**src/hw/parallel_ports_pkg.sv**
```systemverilog
// constants shared by the four-port parallel i/o block
// assumes the core issues one-cycle sfr strobes on the same clock
// Behaviour
// - first port latch one: pin released, floating
// - first port latch zero: pin driven low
// - first port is external address/data bus
// - external access loads first port latch ones
// - external access drives first port push-pull while xmem_drive is high
// - write strobe loads port latch from bus
// - read latch returns latch; read pin returns pins
// - second port never drives its pins
// - second port resets analog; zero selects digital
// - third port one pulls high, zero drives low
// - third port outputs upper address in access
// - selected pulse outputs override third port bits
// - third port bit 7 feeds pulse clock
// - third port bits carry spi, timer two
// - fourth port one pulls high, zero drives low
// - fourth port alternate output needs latch one
// - fourth port bits 0, 1 serve uart
// - fourth port bits feed interrupts, timer counts
// - fourth port bits 6, 7 carry memory strobes
// - enabled third port peripheral takes the pin from software
// - read-modify-write reads latch, not pins
package parallel_ports_pkg;
  localparam int PORT_W = 8;
  localparam int NUM_PORTS = 4;
  typedef logic [PORT_W-1:0] port_byte_t;

  // sfr addresses of the port registers
  localparam logic [7:0] FIRST_PORT_ADDR  = 8'h80;
  localparam logic [7:0] SECOND_PORT_ADDR = 8'h90;
  localparam logic [7:0] THIRD_PORT_ADDR  = 8'ha0;
  localparam logic [7:0] FOURTH_PORT_ADDR = 8'hb0;

  localparam port_byte_t LATCH_RESET = 8'hff;
  localparam port_byte_t READ_NONE   = 8'h00;

  // lane indices
  localparam int LANE_FIRST  = 0;
  localparam int LANE_SECOND = 1;
  localparam int LANE_THIRD  = 2;
  localparam int LANE_FOURTH = 3;

  // third port bit positions
  localparam int SPI_SCLK_BIT        = 0;
  localparam int SPI_MOSI_BIT        = 1;
  localparam int SPI_MISO_BIT        = 2;
  localparam int SPI_SS_BIT          = 3;
  localparam int TIMER_TWO_CTRL_BIT  = 4;
  localparam int PWM_A_BIT           = 5;
  localparam int PWM_B_BIT           = 6;
  localparam int PWM_CLK_BIT         = 7;

  // fourth port bit positions
  localparam int UART_RX_BIT         = 0;
  localparam int UART_TX_BIT         = 1;
  localparam int EXT_IRQ_ZERO_BIT    = 2;
  localparam int EXT_IRQ_ONE_BIT     = 3;
  localparam int TIMER_ZERO_CNT_BIT  = 4;
  localparam int TIMER_ONE_CNT_BIT   = 5;
  localparam int XWR_BIT             = 6;
  localparam int XRD_BIT             = 7;
endpackage

```
**src/hw/port_lane_if.sv**
```systemverilog
// signals between the port block and one latch/sampler lane
// assumes a single clock domain shared by both ends
`timescale 1ns/1ps
interface port_lane_if
  import parallel_ports_pkg::*;
();
  logic       write_en;
  logic       force_ones;
  port_byte_t write_data;
  port_byte_t latch;
  port_byte_t pin_level;

  modport owner (output write_en, output force_ones, output write_data,
                 input latch, input pin_level);
  modport lane  (input write_en, input force_ones, input write_data,
                 output latch, output pin_level);
endinterface

```
**src/hw/port_lane.sv**
```systemverilog
// one port: its bit latch and a two-stage pin synchroniser
// assumes raw pin levels arrive from outside the clock domain
`timescale 1ns/1ps
module port_lane
  import parallel_ports_pkg::*;
(
  // clock and reset
  input  wire logic        clk,
  input  wire logic        reset_n,
  // core side
  port_lane_if.lane        bus,
  // raw pin levels
  input  wire parallel_ports_pkg::port_byte_t pin_raw
);
  import parallel_ports_pkg::*;

  port_byte_t pin_meta;

  // latch: external access forcing wins over a software write
  always_ff @(posedge clk or negedge reset_n) begin
    if (!reset_n) begin
      bus.latch <= LATCH_RESET;
    end else if (bus.force_ones) begin
      bus.latch <= LATCH_RESET;
    end else if (bus.write_en) begin
      bus.latch <= bus.write_data;
    end
  end

  // pins are asynchronous, so two flops before anyone reads them
  always_ff @(posedge clk or negedge reset_n) begin
    if (!reset_n) begin
      pin_meta      <= READ_NONE;
      bus.pin_level <= READ_NONE;
    end else begin
      pin_meta      <= pin_raw;
      bus.pin_level <= pin_meta;
    end
  end
endmodule

```
**src/hw/parallel_ports.sv**
```systemverilog
// four 8-bit parallel ports behind the core's sfr strobes
// assumes the core gives one-cycle strobes and external-access controls
`timescale 1ns/1ps
module parallel_ports
  import parallel_ports_pkg::*;
(
  // clock and reset
  input  wire logic                          clk,
  input  wire logic                          reset_n,
  // sfr access from the core
  input  wire logic [7:0]                    sfr_addr,
  input  wire parallel_ports_pkg::port_byte_t sfr_wdata,
  input  wire logic                          sfr_write,
  input  wire logic                          sfr_read_latch,
  input  wire logic                          sfr_read_pin,
  output      parallel_ports_pkg::port_byte_t sfr_rdata,
  // external data memory access from the core
  input  wire logic                          xmem_active,
  input  wire logic                          xmem_drive,
  input  wire parallel_ports_pkg::port_byte_t xmem_addr_data,
  input  wire parallel_ports_pkg::port_byte_t xmem_addr_upper,
  input  wire logic                          xmem_write_strobe_n,
  input  wire logic                          xmem_read_strobe_n,
  // first port pins (open drain / bus)
  input  wire parallel_ports_pkg::port_byte_t first_port_in,
  output      parallel_ports_pkg::port_byte_t first_port_out,
  output      parallel_ports_pkg::port_byte_t first_port_oe,
  output      parallel_ports_pkg::port_byte_t first_port_to_core,
  // second port pins (input only)
  input  wire parallel_ports_pkg::port_byte_t second_port_in,
  output      parallel_ports_pkg::port_byte_t second_port_analog_sel,
  // third port pins (pulled up)
  input  wire parallel_ports_pkg::port_byte_t third_port_in,
  output      parallel_ports_pkg::port_byte_t third_port_out,
  output      parallel_ports_pkg::port_byte_t third_port_oe,
  // fourth port pins (pulled up)
  input  wire parallel_ports_pkg::port_byte_t fourth_port_in,
  output      parallel_ports_pkg::port_byte_t fourth_port_out,
  output      parallel_ports_pkg::port_byte_t fourth_port_oe,
  // spi peripheral
  input  wire logic                          spi_enable,
  input  wire logic                          spi_master,
  input  wire logic                          spi_sclk_out,
  input  wire logic                          spi_mosi_out,
  input  wire logic                          spi_miso_out,
  output      logic                          spi_sclk_in,
  output      logic                          spi_mosi_in,
  output      logic                          spi_miso_in,
  output      logic                          spi_slave_select,
  // timer two
  output      logic                          timer_two_clock_input,
  output      logic                          timer_two_external_control,
  // pulse-width modulator
  input  wire logic                          pwm_enable,
  input  wire logic                          pulse_width_output_a,
  input  wire logic                          pulse_width_output_b,
  output      logic                          pulse_width_ext_clock,
  // uart
  input  wire logic                          uart_enable,
  input  wire logic                          uart_rx_out,
  input  wire logic                          uart_rx_out_en,
  input  wire logic                          uart_tx_out,
  output      logic                          uart_rx_in,
  // interrupts and timer counts
  output      logic                          external_interrupt_zero,
  output      logic                          external_interrupt_one,
  output      logic                          timer_zero_count_input,
  output      logic                          timer_one_count_input
);
  import parallel_ports_pkg::*;

  port_lane_if lane_bus [NUM_PORTS] ();

  port_byte_t pin_raw [NUM_PORTS];
  logic [7:0] port_addr [NUM_PORTS];
  port_byte_t sel_latch;
  port_byte_t sel_pin;
  logic       addr_hit;
  port_byte_t third_level;
  port_byte_t third_alt;
  port_byte_t fourth_alt;
  port_byte_t fourth_level;

  assign pin_raw[LANE_FIRST]  = first_port_in;
  assign pin_raw[LANE_SECOND] = second_port_in;
  assign pin_raw[LANE_THIRD]  = third_port_in;
  assign pin_raw[LANE_FOURTH] = fourth_port_in;

  assign port_addr[LANE_FIRST]  = FIRST_PORT_ADDR;
  assign port_addr[LANE_SECOND] = SECOND_PORT_ADDR;
  assign port_addr[LANE_THIRD]  = THIRD_PORT_ADDR;
  assign port_addr[LANE_FOURTH] = FOURTH_PORT_ADDR;

  // one latch lane per port, decoded from the sfr address
  for (genvar p = 0; p < NUM_PORTS; p++) begin : g_lane
    assign lane_bus[p].write_en   = sfr_write && (sfr_addr == port_addr[p]);
    assign lane_bus[p].write_data = sfr_wdata;
    assign lane_bus[p].force_ones = (p == LANE_FIRST) ? xmem_active : 1'b0;
    port_lane u_lane (
      .clk     (clk),
      .reset_n (reset_n),
      .bus     (lane_bus[p]),
      .pin_raw (pin_raw[p])
    );
  end

  // mux the addressed port's latch and pin view
  always_comb begin
    sel_latch = READ_NONE;
    sel_pin   = READ_NONE;
    addr_hit  = 1'b0;
    case (sfr_addr)
      FIRST_PORT_ADDR: begin
        sel_latch = lane_bus[LANE_FIRST].latch;
        sel_pin   = lane_bus[LANE_FIRST].pin_level;
        addr_hit  = 1'b1;
      end
      SECOND_PORT_ADDR: begin
        sel_latch = lane_bus[LANE_SECOND].latch;
        sel_pin   = lane_bus[LANE_SECOND].pin_level;
        addr_hit  = 1'b1;
      end
      THIRD_PORT_ADDR: begin
        sel_latch = lane_bus[LANE_THIRD].latch;
        sel_pin   = lane_bus[LANE_THIRD].pin_level;
        addr_hit  = 1'b1;
      end
      FOURTH_PORT_ADDR: begin
        sel_latch = lane_bus[LANE_FOURTH].latch;
        sel_pin   = lane_bus[LANE_FOURTH].pin_level;
        addr_hit  = 1'b1;
      end
      default: begin
        addr_hit  = 1'b0;
      end
    endcase
  end

  // read data is registered; read-modify-write uses the latch strobe,
  // so a pin loaded low by outside circuitry cannot corrupt the write-back
  always_ff @(posedge clk or negedge reset_n) begin
    if (!reset_n) begin
      sfr_rdata <= READ_NONE;
    end else if (sfr_read_latch && addr_hit) begin
      sfr_rdata <= sel_latch;
    end else if (sfr_read_pin && addr_hit) begin
      sfr_rdata <= sel_pin;
    end else if (sfr_read_latch || sfr_read_pin) begin
      sfr_rdata <= READ_NONE;
    end
  end

  // first port: push-pull bus while accessing with xmem_drive, else open drain
  always_ff @(posedge clk or negedge reset_n) begin
    if (!reset_n) begin
      first_port_out <= READ_NONE;
      first_port_oe  <= READ_NONE;
    end else if (xmem_active) begin
      first_port_out <= xmem_addr_data;
      first_port_oe  <= xmem_drive ? LATCH_RESET : READ_NONE;
    end else begin
      first_port_out <= READ_NONE;
      first_port_oe  <= ~lane_bus[LANE_FIRST].latch;
    end
  end
  // data coming back from external memory, sampled pins
  assign first_port_to_core = lane_bus[LANE_FIRST].pin_level;

  // second port: selection only, no pin drive exists at all
  assign second_port_analog_sel = lane_bus[LANE_SECOND].latch;

  // third port alternate outputs; enabled peripherals replace the latch
  always_comb begin
    third_alt = lane_bus[LANE_THIRD].latch;
    if (spi_enable) begin
      third_alt[SPI_SCLK_BIT] = spi_master ? spi_sclk_out : 1'b1;
      third_alt[SPI_MOSI_BIT] = spi_master ? spi_mosi_out : 1'b1;
      third_alt[SPI_MISO_BIT] = spi_master ? 1'b1 : spi_miso_out;
    end
    if (pwm_enable) begin
      third_alt[PWM_A_BIT] = pulse_width_output_a;
      third_alt[PWM_B_BIT] = pulse_width_output_b;
    end
  end

  // third port pin drive: upper address driven on every pin during an access, else zero pulls low, one leaves pull-up
  always_ff @(posedge clk or negedge reset_n) begin
    if (!reset_n) begin
      third_port_out <= READ_NONE;
      third_port_oe  <= READ_NONE;
    end else if (xmem_active) begin
      third_port_out <= xmem_addr_upper;
      third_port_oe  <= LATCH_RESET;
    end else begin
      third_port_out <= READ_NONE;
      third_port_oe  <= ~third_alt;
    end
  end

  // third port inputs to peripherals, from synchronised pins
  assign third_level                = lane_bus[LANE_THIRD].pin_level;
  assign spi_sclk_in                = third_level[SPI_SCLK_BIT];
  assign spi_mosi_in                = third_level[SPI_MOSI_BIT];
  assign spi_miso_in                = third_level[SPI_MISO_BIT];
  assign spi_slave_select           = third_level[SPI_SS_BIT];
  assign timer_two_clock_input      = third_level[SPI_SS_BIT];
  assign timer_two_external_control = third_level[TIMER_TWO_CTRL_BIT];
  assign pulse_width_ext_clock      = third_level[PWM_CLK_BIT];

  // fourth port alternate outputs; a one releases the pin to its pull-up,
  // so an unused or input-only alternate simply stays high
  always_comb begin
    fourth_alt = LATCH_RESET;
    if (uart_enable) begin
      // mode 0 data: the receive pin drives only while the uart asks for it
      fourth_alt[UART_RX_BIT] = uart_rx_out_en ? uart_rx_out : 1'b1;
      fourth_alt[UART_TX_BIT] = uart_tx_out;
    end
    if (xmem_active) begin
      fourth_alt[XWR_BIT] = xmem_write_strobe_n;
      fourth_alt[XRD_BIT] = xmem_read_strobe_n;
    end
  end

  // a zero latch holds the pin low even over an enabled alternate
  always_ff @(posedge clk or negedge reset_n) begin
    if (!reset_n) begin
      fourth_port_out <= READ_NONE;
      fourth_port_oe  <= READ_NONE;
    end else begin
      fourth_port_out <= READ_NONE;
      fourth_port_oe  <= ~(lane_bus[LANE_FOURTH].latch & fourth_alt);
    end
  end

  // fourth port inputs to peripherals
  assign fourth_level            = lane_bus[LANE_FOURTH].pin_level;
  assign uart_rx_in              = fourth_level[UART_RX_BIT];
  assign external_interrupt_zero = fourth_level[EXT_IRQ_ZERO_BIT];
  assign external_interrupt_one  = fourth_level[EXT_IRQ_ONE_BIT];
  assign timer_zero_count_input  = fourth_level[TIMER_ZERO_CNT_BIT];
  assign timer_one_count_input   = fourth_level[TIMER_ONE_CNT_BIT];
endmodule

```
**config.mk**
```make
export PLATFORM = sky130hd
export DESIGN_NAME = parallel_ports
export DESIGN_NICKNAME = d
export VERILOG_FILES = /design/src/hw/parallel_ports_pkg.sv /design/src/hw/port_lane_if.sv /design/src/hw/port_lane.sv /design/src/hw/parallel_ports.sv
export SDC_FILE = /design/constraint.sdc
export NUM_CORES = 1
export LEC_CHECK = 0
export BUFFER_PORTS_ARGS = -buffer_cell sky130_fd_sc_hd__buf_2
export CAP_MARGIN = 20
export CORE_UTILIZATION = 50
export CTS_CLUSTER_SIZE = 8
export DETAILED_ROUTE_END_ITERATION = 6
export GPL_TIMING_DRIVEN = 0
export PLACE_DENSITY_LB_ADDON = 0.12
export RECOVER_POWER = 25
export SETUP_SLACK_MARGIN = 0.4
export SYNTH_ARGS = -nofsm -noshare
export SYNTH_HDL_FRONTEND = slang
export SYNTH_SLANG_ARGS = --single-unit
export TNS_END_PERCENT = 50
```
**constraint.sdc**
```tcl
create_clock -name clk -period 1.5 [get_ports clk]
set_input_delay 0.3 -clock clk [delete_from_list [all_inputs] [get_ports clk]]
set_output_delay 0.3 -clock clk [all_outputs]
set_load 0.02 [all_outputs]
```
==> reports/metrics.cfg <==
[outcome]
status = finished with violations
violations = setup timing

[route]
drc = 0
drt-total-wl_um = 13600
vias = 3801
ant_nets = 0
wl_per_cell_um = 18.6
drtIter0Drc = 275
avgViaCountPerCell = 5.18
dr.pass1.iters = 5

[clock_network]
clock-sinks = 144
cts_tree = yes
clock_latency_ns = 0.52
path_clk_slew_ns = 0.06
clockBufferDepth = 2
root_buffer = clkbuf_8
htreeDepth = 4
numCtsBuffers = 17

[critical_path]
cp_top_family = flip-flops
crit_path_start_kind = flip-flop
cp_max_fo = 3
endpoint_kind = output port
cp.required_ns = 1.20
worst_path_largest_cell_delay_ns = 0.56
crit_type = reg2out
timing.critical_path.buf_inv = 1
worstPathCellList = buf_6
cp_slowest_cell = dfstp_2
critPathArrivalTime_ns = 1.21

[floorplanning]
rows = 36
num_io_pins = 169
die_h_um = 104
die_area_mm2 = 0.0108
start_util_pct = 52.2
core_area_mm2 = 0.00991
die_x_um = 104

[placed_design]
dp_hpwl_um = 7400
portBuffers = 159
dp.cells = 623
gp_congestion = 0.747

[pwr]
finalPower_uw = 9230
leakage_uw = 0.00377
power_density_mw_per_mm2 = 1100
irDropWorstVdd_v = 0.000807

[cells_and_area]
nNetsFinal = 674
layout-drive-gt1-share_pct = 55.1
fin_cells = 734
syn_to_final_growth_pct = 62.1
num_antenna_cells = 0

[yosys]
synth_mux_area_share_pct = 12.6
syn-instance-count = 323
ys_ff_latch = 144
synth_top_family_by_area = multiplexers
seq_area_frac_synth_pct = 70.4
yosys.area_share.adder_pct = 0
synth_compound_area_share_pct = 5.13
synthSimpleGateAreaFrac_pct = 8.13
yosysWarnings = 0
synth_cell_types = 35
syn-cell-area_mm2 = 0.00517
synth_xor_area_share_pct = 0
syn_avg_cell_area_um2 = 16.0

[sta]
drv_slew = 0
max_freq_ghz = 0.662
period_share_pct = 101
tightest_slew_ns = 0.596
tns_ns = -0.0205
slew_headroom_pct = 60.2
final-setup-viol-count = 2
final-hold-violation-count = 0
fin_worst_skew_ns = 0.00498
setup_ws_ns = -0.0108
min_period_ns = 1.51
rsz0062_at_grt = true

[global_routing]
grt_pass1_wl_um = 20900
grt_pass1_vias = 4034
grt_max_degree = 105
grt_util_all_layers_pct = 26.0
grt.overflow.total = 0
antenna_found_initial = 0

[worst_hold_path]
hold_class = in2reg

[flow_run]
cap_violations = 0

-- routing by layer --
layer / wire [um] / vias to the layer above / GRT usage (%) / part of all wire [%]
li1: - / 1678 / - / -
met1: 5240 / 1889 / 31.5 / 38
met2: 7070 / 199 / 42.1 / 52
met3: 951 / 35 / 8.56 / 7.0
met4: 360 / 0 / 12.7 / 2.6
met5: 0 / - / 0 / 0
-- kinds of logic (layout without fill, tap and decap cells) --
| logic type | Yosys count | count (layout) |
|---|---|---|
| other | 1 | 8 |
| buffers and inverters | 32 | 303 |
| and+or+nand+nor | 62 | 62 |
| AOI/OAI and AO/OA | 42 | 42 |
| muxes | 42 | 42 |
| DFF | 144 | 144 |
-- what timing repair did --
action	in CTS	in global routing
setup endpoints to repair	116	220
hold buffers	55	0
gates resized for setup	213	27
buffers inserted	22	3
pin swaps	21	20
endpoints found under the hold margin	94	0
-- worst register-to-register path, stage by stage, from the launching register on --
cell and delay (ns):
dfstp_2 0.38, mux4_2 0.50, and4_1 0.18, a221o_1 0.26
-- layout make-up --
type	count	area, um2
timing repair buffer	240	2130
clock inverter	12	136
inverter	6	22.5
buffer	26	209
multi-input combinational	154	1640
fill	486	1530
sequential	144	3640
tap	133	166
clock buffer	19	432
-- placed cells by master, fill, tap and decap left out, types with 2 or more instances in the layout --
master and n:
inv_1 6, dfstp_2 32, nor4b_4 2, a221o_1 4, nor2_1 4, buf_6 88, conb_1 8, nor3_4 2
clkbuf_8 3, mux2_2 3, mux2_4 23, inv_6 2, mux4_2 16, clkbuf_1 7, buf_12 6, bufinv_16 2
and4_1 4, nor4_4 8, nand3b_1 2, nand4_1 4, clkbuf_2 3, clkinvlp_4 6, o21ai_0 10, dlygate4sd3_1 55
o221ai_1 2, buf_4 24, clkbuf_16 16, a31oi_1 8, nor2b_1 4, dfrtp_1 112, a41oi_2 4, nand2_1 10
and2_1 16, o21ai_1 11, buf_2 80
-- registers in the layout, indices dropped and copies added (netlist names) --
name	count
first_port_oe	8
fourth_port_oe	8
g_lane.u_lane.bus.pin_level	32
third_port_out	8
g_lane.u_lane.bus.latch	32
third_port_oe	8
sfr_rdata	8
g_lane.u_lane.pin_meta	32
first_port_out	8
-- through the flow --
step | setup slack (ns) | util (%) | cell area, um2 | hold WS (ns)
finish | -0.0108 | 84.6 | 8380 | 0.0266
global route | -0.0524 | 84.6 | 8380 | 0.0241
CTS | -0.0285 | 83.3 | 8250 | 0.00555
detailed placement | -0.600 | 63.0 | 6240 | 0.231
global placement | -1.72 | 62.6 | 6200 | 0.332
floorplan | -0.238 | - | 5240 | 0.00441
-- synthesized netlist by cell type, drive strengths merged --
cell / count / area [um2]
inv: 6 / 22.5
nor4b: 2 / 23.8
conb: 1 / 3.75
nand3: 1 / 5.00
or4: 1 / 11.3
mux4: 16 / 360
and2: 16 / 100
o211ai: 1 / 7.51
nand2: 10 / 37.5
a41oi: 4 / 35.0
nor3: 2 / 26.3
nand4: 4 / 25.0
clkbuf: 14 / 62.6
mux2: 26 / 293
dfrtp: 112 / 2800
or2b: 1 / 8.76
and4: 4 / 35.0
a21oi: 1 / 5.00
buf: 12 / 101
nor2b: 4 / 25.0
nor4: 9 / 71.3
nand3b: 2 / 15.0
a221o: 4 / 40.0
dfstp: 32 / 841
o221ai: 2 / 17.5
a31oi: 8 / 50.1
or3b: 1 / 8.76
o21ai: 22 / 110
nor2: 4 / 15.0
nor3b: 1 / 12.5
-- worst paths after layout --
| check | to | slack, ns | depth (start not counted) | startpoint |
|---|---|---|---|---|
| worst max-delay path | second_port_analog_sel[1] | -0.01 | 1 | g_lane[1].u_lane.bus.latch[1] |
| max in group asynchronous | g_lane[2].u_lane.bus.latch[4] | 0.50 | 3 | reset_n |
| worst min-delay path | fourth_port_oe[0] | 0.03 | 3 | uart_rx_out |
| min in group asynchronous | third_port_out[7] | 0.24 | 2 | reset_n |
| worst min register to register | g_lane[0].u_lane.bus.pin_level[0] | 0.35 | 0 | g_lane[0].u_lane.pin_meta[0] |
| worst max register to register | sfr_rdata[2] | 0.06 | 3 | g_lane[3].u_lane.bus.latch[2] |
-- power by group --
group | switching [uW] | internal [uW] | leakage (uW)
logic | 511 | 566 | 0.00187
clock network | 1580 | 2410 | 0.000259
registers | 89.9 | 4080 | 0.00165
(Power assumes the default switching activity.)
